<file path="config.mk">
export PLATFORM = sky130hd
export DESIGN_NAME = parameter_save_restore
export DESIGN_NICKNAME = d
export VERILOG_FILES = /design/src/design/param_store_pkg.sv /design/src/design/parameter_save_restore.sv
export SDC_FILE = /design/constraint.sdc
export NUM_CORES = 2
export LEC_CHECK = 0
export ABC_AREA = 0
export BUFFER_PORTS_ARGS = -buffer_cell sky130_fd_sc_hd__buf_4
export CAP_MARGIN = 20
export CORE_MARGIN = 1.5
export CORE_UTILIZATION = 50
export CTS_BUF_LIST = sky130_fd_sc_hd__clkbuf_4 sky130_fd_sc_hd__clkbuf_8
export CTS_CLUSTER_DIAMETER = 60
export DETAILED_ROUTE_END_ITERATION = 8
export PLACE_DENSITY = 0.65
export SYNTH_ARGS = -nofsm -noshare
export SYNTH_HDL_FRONTEND = slang
export SYNTH_SLANG_ARGS = --single-unit
</file>
<file path="constraint.sdc">
create_clock -name CORE_CLK_IN -period 10.4 [get_ports CORE_CLK_IN]
set_input_delay 2.08 -clock CORE_CLK_IN [delete_from_list [all_inputs] [get_ports CORE_CLK_IN]]
set_output_delay 2.08 -clock CORE_CLK_IN [all_outputs]
set_load 0.01 [all_outputs]
</file>
<file path="src/design/param_store_pkg.sv">
`default_nettype none
package param_store_pkg;
  localparam logic [15:0] SAVE_OBJ_IDX    = 16'h1010;
  localparam logic [15:0] DISCARD_OBJ_IDX = 16'h1011;
  localparam logic [15:0] IRQ_STATUS_IDX  = 16'h1F00;
  localparam logic [15:0] IRQ_ENABLE_IDX  = 16'h1F01;
  localparam logic [15:0] IRQ_CLEAR_IDX   = 16'h1F02;
  localparam logic [15:0] DEV_STATUS_IDX  = 16'h1F03;
  localparam logic [31:0] SAVE_KEY        = 32'h65766173;
  localparam logic [31:0] DISCARD_KEY     = 32'h64616F6C;
  localparam logic [31:0] DONE_VALUE      = 32'h00000001;
  localparam logic [31:0] IDLE_VALUE      = 32'h00000000;
  localparam logic [2:0]  SUB_ALL         = 3'h1;
  localparam logic [2:0]  SUB_FIRST_CAT   = 3'h2;
  localparam logic [2:0]  SUB_LAST        = 3'h6;
  localparam int          NUM_CATS        = 5;
  localparam int          CAT_TUNING      = 4;
  localparam int          CAT_WORDS       = 8;
  localparam int          IRQ_SAVE_DONE_BIT    = 0;
  localparam int          IRQ_DISCARD_DONE_BIT = 1;
  localparam int          IRQ_BAD_KEY_BIT      = 2;
  localparam int          STORE_TIME_NS   = 100;
  localparam int          CLK_PERIOD_NS   = 10;
  localparam int          STORE_CYCLES    = (STORE_TIME_NS + CLK_PERIOD_NS - 1) / CLK_PERIOD_NS;
  localparam int          RESTART_CYCLES  = 4;
  localparam int          RELOAD_CYCLES   = NUM_CATS * CAT_WORDS;

  typedef struct packed {
    logic [23:0] addr;
    logic [31:0] wdata;
    logic        wr;
    logic        rd;
  } reg_req_s;

  typedef enum logic [2:0] {
    ST_RELOAD  = 3'b000,
    ST_IDLE    = 3'b001,
    ST_SAVE    = 3'b010,
    ST_ERASE   = 3'b011,
    ST_RESTART = 3'b100
  } nv_state_e;
endpackage
`default_nettype wire

</file>
<file path="src/design/parameter_save_restore.sv">
// How it works
// - After every reset, all saved category values reload into the live parameter copy.
// - The nonvolatile array is never touched by reset, so it survives firmware updates.
// - Saves and erases act on whole categories only, never single words.
// - Only the five category arrays are stored; status values never are.
// - Customer values are stored and readable but steer no internal function.
// - Drive parameters may be written and saved by the device's own setup.
// - Besides the setup save, a save starts only when the save key is written to a subindex.
// - When a save finishes the subindex reads back one.
// - Save subindex 1 is all, 2 to 6 one category each.
// - Erase starts only when the discard key is written to a subindex.
// - Discard 1 erases all but tuning; 2 to 6 erase one category.
// - Tuning is erased only by discard subindex 6.
// - A valid discard key drops the stored values of the chosen scope.
// - After the erase the device restarts itself with no command.
//
// Chosen here: the plain strobed port.
`timescale 1ns/1ps
`default_nettype none
module parameter_save_restore (
  input  wire logic                         CORE_CLK_IN,
  input  wire logic                         RESET_N_IN,
  input  wire logic [23:0]                  REG_ADDR_IN,
  input  wire logic [31:0]                  REG_WDATA_IN,
  input  wire logic                         REG_WR_IN,
  input  wire logic                         REG_RD_IN,
  output logic      [31:0]                  REG_RDATA_OUT,
  input  wire logic                         SETUP_WR_IN,
  input  wire logic [$clog2(param_store_pkg::CAT_WORDS)-1:0] SETUP_ADDR_IN,
  input  wire logic [31:0]                  SETUP_WDATA_IN,
  input  wire logic                         SETUP_SAVE_IN,
  output logic                              BUSY_OUT,
  output logic                              RESTART_OUT,
  output logic                              IRQ_OUT
);
  import param_store_pkg::*;

  localparam int AW = $clog2(CAT_WORDS);
  localparam int CW = $clog2(NUM_CATS);
  localparam int DRIVE_CAT = 3;

  reg_req_s req;
  assign req = '{addr: REG_ADDR_IN, wdata: REG_WDATA_IN, wr: REG_WR_IN, rd: REG_RD_IN};

  // Object index in bits 23:8, subindex in bits 7:0.
  logic [15:0] obj_idx;
  logic [7:0]  sub_idx;
  assign obj_idx = req.addr[23:8];
  assign sub_idx = req.addr[7:0];

  // Nonvolatile image and live copy; the image has no reset on purpose.
  logic [31:0] nv_mem [NUM_CATS][CAT_WORDS];
  logic [31:0] live_mem [NUM_CATS][CAT_WORDS];
  // The image starts blank at power-on and reset never clears it.
  logic [NUM_CATS-1:0] nv_valid_reg = '0;

  nv_state_e   state_reg;
  logic [NUM_CATS-1:0] scope_reg;
  logic [2:0]  sub_reg;
  logic [31:0] save_sub_reg [1:6];
  logic [7:0]  cnt_reg;
  logic [CW-1:0] cat_reg;
  logic [AW-1:0] word_reg;
  logic [2:0]  irq_status_reg;
  logic [2:0]  irq_enable_reg;
  logic        restart_reg;

  logic sub_ok;
  logic save_hit;
  logic disc_hit;
  logic live_hit;
  logic bad_key;
  assign sub_ok   = (sub_idx >= 8'(SUB_ALL)) && (sub_idx <= 8'(SUB_LAST));
  assign save_hit = req.wr && obj_idx == SAVE_OBJ_IDX && sub_ok
                    && req.wdata == SAVE_KEY && state_reg == ST_IDLE;
  assign disc_hit = req.wr && obj_idx == DISCARD_OBJ_IDX && sub_ok
                    && req.wdata == DISCARD_KEY && state_reg == ST_IDLE;
  assign bad_key  = req.wr && sub_ok && !save_hit && !disc_hit
                    && (obj_idx == SAVE_OBJ_IDX || obj_idx == DISCARD_OBJ_IDX);
  // Live parameter words: object 0x200c, category c; subindex w, word w.
  assign live_hit = req.addr[23:12] == 12'h200 && req.addr[11:8] < 4'(NUM_CATS)
                    && req.addr[7:0] < 8'(CAT_WORDS);

  // Scope decode: all-categories leaves tuning out for an erase only.
  function automatic logic [NUM_CATS-1:0] scope_of(input logic [2:0] s, input logic erase);
    logic [NUM_CATS-1:0] m;
    m = '0;
    if (s == SUB_ALL) begin
      m = '1;
      if (erase) begin
        m[CAT_TUNING] = 1'b0;
      end
    end else begin
      m[3'(s - SUB_FIRST_CAT)] = 1'b1;
    end
    return m;
  endfunction

  // Sequencer: reload walks one word per cycle; save, erase and restart count fixed cycles.
  always_ff @(posedge CORE_CLK_IN or negedge RESET_N_IN) begin
    if (!RESET_N_IN) begin
      state_reg   <= ST_RELOAD;
      scope_reg   <= '0;
      sub_reg     <= 3'h0;
      cnt_reg     <= 8'h00;
      cat_reg     <= '0;
      word_reg    <= '0;
      restart_reg <= 1'b0;
    end else begin
      restart_reg <= 1'b0;
      unique case (state_reg)
        ST_RELOAD: begin
          {cat_reg, word_reg} <= {cat_reg, word_reg} + 1'b1;
          if (word_reg == AW'(CAT_WORDS - 1)) begin
            word_reg <= '0;
            cat_reg  <= cat_reg + 1'b1;
            if (cat_reg == CW'(NUM_CATS - 1)) begin
              state_reg <= ST_IDLE;
            end
          end
        end
        ST_IDLE: begin
          cnt_reg <= 8'h00;
          if (save_hit) begin
            state_reg <= ST_SAVE;
            sub_reg   <= sub_idx[2:0];
            scope_reg <= scope_of(sub_idx[2:0], 1'b0);
          end else if (disc_hit) begin
            state_reg <= ST_ERASE;
            sub_reg   <= sub_idx[2:0];
            scope_reg <= scope_of(sub_idx[2:0], 1'b1);
          end else if (SETUP_SAVE_IN) begin
            state_reg <= ST_SAVE;
            sub_reg   <= 3'(DRIVE_CAT) + SUB_FIRST_CAT;
            scope_reg <= NUM_CATS'(1) << DRIVE_CAT;
          end
        end
        ST_SAVE: begin
          cnt_reg <= cnt_reg + 8'h01;
          if (cnt_reg == 8'(STORE_CYCLES - 1)) begin
            state_reg <= ST_IDLE;
          end
        end
        ST_ERASE: begin
          cnt_reg <= cnt_reg + 8'h01;
          if (cnt_reg == 8'(STORE_CYCLES - 1)) begin
            state_reg <= ST_RESTART;
            cnt_reg   <= 8'h00;
          end
        end
        ST_RESTART: begin
          cnt_reg     <= cnt_reg + 8'h01;
          restart_reg <= 1'b1;
          if (cnt_reg == 8'(RESTART_CYCLES - 1)) begin
            state_reg <= ST_RELOAD;
            cat_reg   <= '0;
            word_reg  <= '0;
          end
        end
        default: state_reg <= ST_IDLE;
      endcase
    end
  end

  // The image copy happens in the last save cycle, so a category lands whole.
  logic save_commit;
  logic erase_commit;
  assign save_commit  = state_reg == ST_SAVE && cnt_reg == 8'(STORE_CYCLES - 1);
  assign erase_commit = state_reg == ST_ERASE && cnt_reg == 8'(STORE_CYCLES - 1);

  generate
    for (genvar c = 0; c < NUM_CATS; c++) begin : g_cat
      always_ff @(posedge CORE_CLK_IN) begin
        if (save_commit && scope_reg[c]) begin
          for (int w = 0; w < CAT_WORDS; w++) begin
            nv_mem[c][w] <= live_mem[c][w];
          end
        end
      end
    end
  endgenerate

  // Valid flags must survive reset as part of the image; a real part keeps them in flash.
  always_ff @(posedge CORE_CLK_IN) begin
    if (save_commit) begin
      nv_valid_reg <= nv_valid_reg | scope_reg;
    end else if (erase_commit) begin
      nv_valid_reg <= nv_valid_reg & ~scope_reg;
    end
  end

  // Live copy: reloads from the image, else zero default; written by software or setup.
  always_ff @(posedge CORE_CLK_IN) begin
    if (state_reg == ST_RELOAD) begin
      live_mem[cat_reg][word_reg] <= nv_valid_reg[cat_reg] ? nv_mem[cat_reg][word_reg]
                                                            : 32'h00000000;
    end else if (req.wr && live_hit) begin
      live_mem[req.addr[8+CW-1:8]][req.addr[AW-1:0]] <= req.wdata;
    end else if (SETUP_WR_IN) begin
      live_mem[DRIVE_CAT][SETUP_ADDR_IN] <= SETUP_WDATA_IN;
    end
  end

  // Save subindex values: key while a keyed save is busy, one when finished.
  generate
    for (genvar s = 1; s <= 6; s++) begin : g_sub
      always_ff @(posedge CORE_CLK_IN or negedge RESET_N_IN) begin
        if (!RESET_N_IN) begin
          save_sub_reg[s] <= IDLE_VALUE;
        end else if (save_commit && sub_reg == 3'(s)) begin
          save_sub_reg[s] <= DONE_VALUE;
        end else if (save_hit && sub_idx[2:0] == 3'(s)) begin
          save_sub_reg[s] <= SAVE_KEY;
        end
      end
    end
  endgenerate

  // Interrupt status: set wins over a clear in the same cycle.
  logic [2:0] irq_set;
  assign irq_set = {bad_key, erase_commit, save_commit};
  always_ff @(posedge CORE_CLK_IN or negedge RESET_N_IN) begin
    if (!RESET_N_IN) begin
      irq_status_reg <= 3'h0;
    end else begin
      irq_status_reg <= irq_set | (irq_status_reg
                        & ~((req.wr && obj_idx == IRQ_CLEAR_IDX) ? req.wdata[2:0] : 3'h0));
    end
  end

  always_ff @(posedge CORE_CLK_IN or negedge RESET_N_IN) begin
    if (!RESET_N_IN) begin
      irq_enable_reg <= 3'h0;
    end else if (req.wr && obj_idx == IRQ_ENABLE_IDX) begin
      irq_enable_reg <= req.wdata[2:0];
    end
  end

  // Read data one cycle after the strobe; unmapped reads return zero.
  always_ff @(posedge CORE_CLK_IN or negedge RESET_N_IN) begin
    if (!RESET_N_IN) begin
      REG_RDATA_OUT <= 32'h00000000;
    end else if (req.rd) begin
      if (obj_idx == SAVE_OBJ_IDX && sub_ok) begin
        REG_RDATA_OUT <= save_sub_reg[sub_idx[2:0]];
      end else if (obj_idx == DISCARD_OBJ_IDX && sub_ok) begin
        REG_RDATA_OUT <= IDLE_VALUE;
      end else if (live_hit) begin
        REG_RDATA_OUT <= live_mem[req.addr[8+CW-1:8]][req.addr[AW-1:0]];
      end else if (obj_idx == IRQ_STATUS_IDX) begin
        REG_RDATA_OUT <= {29'h0, irq_status_reg};
      end else if (obj_idx == IRQ_ENABLE_IDX) begin
        REG_RDATA_OUT <= {29'h0, irq_enable_reg};
      end else if (obj_idx == DEV_STATUS_IDX) begin
        REG_RDATA_OUT <= {24'h0, 3'h0, nv_valid_reg};
      end else begin
        REG_RDATA_OUT <= 32'h00000000;
      end
    end else begin
      REG_RDATA_OUT <= 32'h00000000;
    end
  end

  assign BUSY_OUT    = state_reg != ST_IDLE;
  assign RESTART_OUT = restart_reg;
  assign IRQ_OUT     = |(irq_status_reg & irq_enable_reg);
endmodule
`default_nettype wire

</file>
## Word-level counts from Yosys, hierarchy flattened

Memories as Yosys holds them, arrays and structs flattened.
Cells that the tools add are included.

- Bits in registers: 261
- Latch bits: 0
- Memory bits (writable): 2560
- ROM bits: 0
- Output and inout port bits: 35
- Memories kept: 2

- Add/subtract/negate cells: 4
- Multipliers: 0
- Divide/modulo/power cells: 0
- Order comparisons: 13
- Eq/ne operators: 36
- Shift operators: 0
- Multiplexer cells: 91
- Bitwise operators: 10
- Reductions and logical operators: 64

Memories:

| memory | depth | bits a word | rd ports | clocked after Yosys merged registers in | write ports | RTL line | source |
|---|---|---|---|---|---|---|---|
| live_mem | 5 | 256 | 6 | 0 | 1 | parameter_save_restore.sv:53 | `logic [31:0] live_mem [NUM_CATS][CAT_WORDS];` |
| nv_mem | 5 | 256 | 1 | 0 | 5 | parameter_save_restore.sv:52 | `logic [31:0] nv_mem [NUM_CATS][CAT_WORDS];` |

Operator list:

| operator | count |
|---|---|
| 2-to-1 mux 256 bit | 7 |
| 2-to-1 mux 32 bit | 26 |
| OR reduction 256 bit | 2 |
| binary-select mux 32 bit (select 3 bit) | 3 |
| demux 32 bit (select 3 bit) | 3 |
| equality test 16 x 13 -> 1 bit, second input constant | 6 |
| equality test 32 x 31 -> 1 bit, second input constant | 2 |
| 2-to-1 mux 5 bit | 10 |
| 2-to-1 mux 3 bit | 16 |
| logical AND 1 bit | 43 |
| equality test 3 bit, second input constant | 9 |
| case mux 8 bit (3 select lines) | 1 |
| 2-to-1 mux 1 bit | 19 |
| equality test 3 x 2 -> 1 bit, second input constant | 6 |
| nonzero test 2 bit | 8 |
| case mux 3 bit (5 select lines) | 1 |
| equality test 12 x 10 -> 1 bit, second input constant | 1 |
| greater-or-equal comparator 4 bit, second input constant | 3 |
| less-than comparator 4 x 1 -> 1 bit, second input constant | 3 |
| NOT 3 -> 4 bit | 3 |
| case mux 3 bit (2 select lines) | 2 |
| inequality test 2 bit, second input constant | 5 |
| equality test 3 x 1 -> 1 bit, second input constant | 3 |
| adder 8 x 1 -> 8 bit, second input constant | 1 |
| other kinds (30) | 35 |

## Depth between registers and ports, before layout

- Depth after elaboration: 10
- Depth in mapped cells: 11
- Gate-level depth less buffers: 7

## Worst setup path after synthesis

No wires, ideal clock.

- Kind: register -> register
- From: register cnt_reg[2]
- To: memory nv_mem[0][0] (netlist bit) (enable)
- Setup time: 0.649 ns
- Data arrival time: 7.253 ns
- Data required time: 9.751 ns
- Setup slack: 2.499 ns
- Stages on the path, launching flop included: 6
- Period minus slack after synthesis: 7.901 ns
- Cell sequence: dfrtp_1 clkbuf_1 nor3_1 nand4_1 nor2_1 and2_1

RTL lines:

| item | RTL line | source |
|---|---|---|
| start, declared | parameter_save_restore.sv:61 | `logic [7:0] cnt_reg;` |
| start signal, assigned | parameter_save_restore.sv:139 | `cnt_reg <= cnt_reg + 8'h01;` |
| start signal, assigned | parameter_save_restore.sv:145 | `cnt_reg <= cnt_reg + 8'h01;` |
| start signal, assigned | parameter_save_restore.sv:152 | `cnt_reg <= cnt_reg + 8'h01;` |
| end, declared | parameter_save_restore.sv:52 |  |

## Worst setup path after layout

- From: input REG_ADDR_IN[11]
- To: memory live_mem[5][201] (netlist bit) (enable)

- Longest elaborated chain between the ends: 10

Ends and longest elaborated chain:

| item | RTL line | source |
|---|---|---|
| start, declared | parameter_save_restore.sv:23 | `input wire logic [23:0] REG_ADDR_IN,` |
| less-than comparator 4 x 3 -> 1 bit (*) | parameter_save_restore.sv:81 | `assign live_hit = req.addr[23:12] == 12'h200 && req.addr[11:8] < 4'(NUM_CATS)` |
| logical AND 1 bit (*) | parameter_save_restore.sv:81 |  |
| logical AND 1 bit (*) | parameter_save_restore.sv:82 | `&& req.addr[7:0] < 8'(CAT_WORDS);` |
| logical AND 1 bit (*) | parameter_save_restore.sv:197 | `end else if (req.wr && live_hit) begin` |
| 2-to-1 mux 1 bit | parameter_save_restore.sv:197 |  |
| 2-to-1 mux 1 bit | parameter_save_restore.sv:194 | `if (state_reg == ST_RELOAD) begin` |
| 2-to-1 mux 256 bit (implied by the code) | parameter_save_restore.sv:198 | `live_mem[req.addr[8+CW-1:8]][req.addr[AW-1:0]] <= req.wdata;` |
| OR reduction 256 bit (no line) | -- |  |
| 2-to-1 mux 3 bit (no line) / 2-to-1 mux 256 bit (equally long branches) (2 in series) | -- |  |
| end, declared | parameter_save_restore.sv:53 |  |

Mark *: on every way between the ends. The rest lies on a longest branch, timed or not.

==> impl_metrics.tcl <==
set metrics [dict create \
    wl_met1_um 151600 \
    worstPathRequired_ns 11.11 \
    number_of_synthesized_flops_with_an_enable_pin 3333 \
    drc_errors 2 \
    dp.final_hpwl_um 255300 \
    max-cap-violations 0 \
    ys_seq_area_share_pct 77.46 \
    hold_viol 0 \
    grt-ovfl-total 0 \
    floorplan.die.width_um 516.2 \
    cp_cell_sequence "buf_4 -> nor4_1 -> nand4_1 -> o31a_1 -> nand2_1 -> nand4_1 -> nor2_4 -> buf_4" \
    cts_made_buffers 565 \
    largest_registers_ranked_by_flip_flop_count "live_mem: 2048 flops, nv_mem: 1280 flops, REG_RDATA_OUT: 32 flops" \
    nets 6648 \
    core-area_um2 262000 \
    detail_route.first_pass.iterations 9 \
    grt_start_max_net_pins 102 \
    setup_violations 0 \
    syn2layout_area_growth_pct 13.34 \
    layout_commonest_cell "sky130_fd_sc_hd__edfxtp_1" \
    finish.cell_count_without_fillers 10480 \
    vdd_drop_max_mv 0.1604 \
    min_period_ns 6.299 \
    cts_tree "done" \
    vias 71230 \
    detailedPlace.worstSlack_ns 3.159 \
    max_freq_mhz 158.8 \
    dr_wl_met3_um 58610 \
    power_after_layout_mw 26.93 \
    power.static_leakage_nw 46.99 \
    cts.path.max_buffers 4 \
    route.detailed.vias_per_inst 6.795 \
    synth_warnings 0 \
    grt.total_usage_pct 32.48 \
    post_route_cells_drive_above_1_share_pct 32.92 \
    crit_path_max_fanout 17 \
    worst-endpoint-arrival_ns 7.01 \
    cts_htree_levels 6 \
    reg2reg_slack_ns 4.95 \
    result_of_the_run "finished with violations" \
    postCtsSetupRepairBufs 0 \
    start_util_pct 50.25 \
    dr.first_iter.drc_count 11540 \
    slew_headroom_pct 18.41 \
    io_pins 132 \
    mappedNetlistArea_um2 131700 \
    ant_nets 0 \
    holdBufCountCts 0 \
    registers.top_by_ff_count "live_mem" \
    most_frequent_cells_in_the_layout "sky130_fd_sc_hd__edfxtp_1, sky130_fd_sc_hd__mux4_2, sky130_fd_sc_hd__clkbuf_8" \
    std_cell_rows 188 \
    synth_fp_nets 6027 \
    first_global_vias 69910 \
    final_core_util_pct 56.95 \
    wire_length_on_met2_um 193100 \
    hold_path_class "reg2reg" \
    rsz_0062_raised_after_global_routing "no" \
    power_density_nw_per_um2 180.5 \
    cts.sinks 3409 \
    portion_of_the_clock_cycle_consumed_by_the_worst_path_in_the_final_layout_pct 60.57 \
    clock_insertion_delay_worst_skew_ns 1.13 \
    fin_ws_ns 4.101 \
    critPathBufInv 2 \
    cts_root_cell "sky130_fd_sc_hd__clkbuf_8" \
    synth_seq_cells 3409 \
    postSynthCellCount 5924 \
    tightest_slew_ns 1.221 \
    post_drt_wl_per_cell_um 41.14 \
    startpoint_type "input pin" \
    timing.setup.tns_ns 0 \
    postSynthAreaPerCell_um2 22.23 \
    cpMaxStageDelayCell "sky130_fd_sc_hd__nor2_4" \
    fin_worst_skew_ns 0.07985 \
    synth.distinct_cells 84 \
    worstSetupEndpointType "flop" \
    cts.reportedPaths.clkPinSlew_ns 0.06 \
    timing.final.max_slew_violations 0 \
    dr.max_layer_used "met5" \
    post_cts_resize_count 0 \
    port_buffers 131 \
    ys_async_sr_fraction_pct 2.229 \
    die-area_um2 266400 \
    die_h_um 516.2 \
    grt_antenna_before_repair 22 \
    critPathTopFamily "simple AND/OR/NAND/NOR gates" \
    detail_route.wirelength_um 431300 \
    dominantRegCellSynth "sky130_fd_sc_hd__edfxtp_1" \
    failed_checks "design-rule violations" \
    globalplace.congestion 0.9537 \
    crit_path_max_incr_delay_ns 1.08 \
    path_class "in2reg" \
    place_inst 9489 \
    wire_length_of_the_first_global_routing_pass_um 580100 \
    largest_register_ff_count 2048 \
]
## kinds of logic (layout without fill, tap and decap cells)
group / Yosys count / after routing / share of synthesized area (%)
adders and majority gates: 6 / 6 / 0.05702
muxes: 1103 / 1103 / 16.61
buffers and inverters: 346 / 1370 / 1.092
other: 0 / 20 / 0
AOI/OAI and AO/OA: 527 / 527 / 2.791
DFF: 3409 / 3409 / 77.46
and+or+nand+nor: 528 / 528 / 1.957
xor gates and xnor gates: 5 / 5 / 0.03326
## worst paths after layout
check	from	to	cells past startpoint
worst max-delay path	REG_ADDR_IN[11]	live_mem[5][201]	8
worst min-delay path	live_mem[2][55]	nv_mem[2][55]	0
worst max register to register	cat_reg[0]	live_mem[2][79]	9
worst min register to register	live_mem[2][55]	nv_mem[2][55]	0
max in group asynchronous	RESET_N_IN	word_reg[0]	2
min in group asynchronous	RESET_N_IN	REG_RDATA_OUT[2]	1
## cell usage after synthesis (all sizes together), types with 6 or more instances
master      n  area (um2)
a211oi     51       382.9
a21oi      93       469.2
a221o      17       170.2
a221oi     39       341.6
a22o       18       157.7
a22oi      35       262.8
a311oi      7       61.31
a31oi      26       177.7
a32oi       6       52.55
and2       42       265.3
and3       14       87.58
buf       157       728.2
clkbuf    168       630.6
dfrtp      76        1902
edfxtp   3333      100100
ha          6       75.07
inv        21       78.82
mux2       35       394.1
mux2i     206        2062
mux4      862       19410
nand2     178       668.1
nand2b     11       68.82
nand3      23       115.1
nand4      10       62.56
nand4b      7       61.31
nor2      132       498.0
nor2b       9       56.30
nor3       48       255.3
nor4       13       117.6
o211ai     11       87.58
o21a        7       52.55
o21ai      90       454.2
o221ai      7       61.31
o22ai      60       375.4
o2bb2ai    11       96.34
or2         7       43.80
or3        13       81.33
## stage by stage
step	instance area [um2]	hold slack (ns)
after floorplan	131700	0.4207
after global placement	138400	0.4222
after detailed placement	138500	0.4274
after CTS	149100	0.4071
after global routing	149200	0.4149
final	149200	0.4085
## worst reg2reg max path, stage by stage, from the launching register on
cell,delay [ns]
sky130_fd_sc_hd__dfrtp_4,0.81
sky130_fd_sc_hd__buf_4,0.71
sky130_fd_sc_hd__buf_4,0.69
sky130_fd_sc_hd__mux4_2,0.65
sky130_fd_sc_hd__mux2i_1,0.53
sky130_fd_sc_hd__o22ai_1,0.21
sky130_fd_sc_hd__nor3_1,0.50
sky130_fd_sc_hd__a21oi_1,0.14
sky130_fd_sc_hd__a221o_2,0.47
sky130_fd_sc_hd__buf_4,0.35
## layout make-up
cell class / count / area (um2)
Fill cell: 19240 / 112800
Sequential cell: 3409 / 102000
Multi-Input combinational cell: 2169 / 28970
Clock buffer: 790 / 9615
Tap cell: 3515 / 4398
Timing Repair Buffer: 379 / 3093
Clock inverter: 180 / 988.4
Inverter: 21 / 95.09
Antenna cell: 20 / 50.05
## power breakdown
group | internal [mW] | switching, mW
Clock | 6.06 | 5.29
Combinational | 0.298 | 0.428
Sequential | 14.8 | 0.00000600
Total | 21.2 | 5.72
## layer usage
layer,up-vias,track usage (%)
met3,1178,10.03
met1,37640,43.22
met4,18,18.29
met2,5816,47.88
li1,26580,-
met5,-,0
No activity file was read; power rests on OpenSTA's default activity.
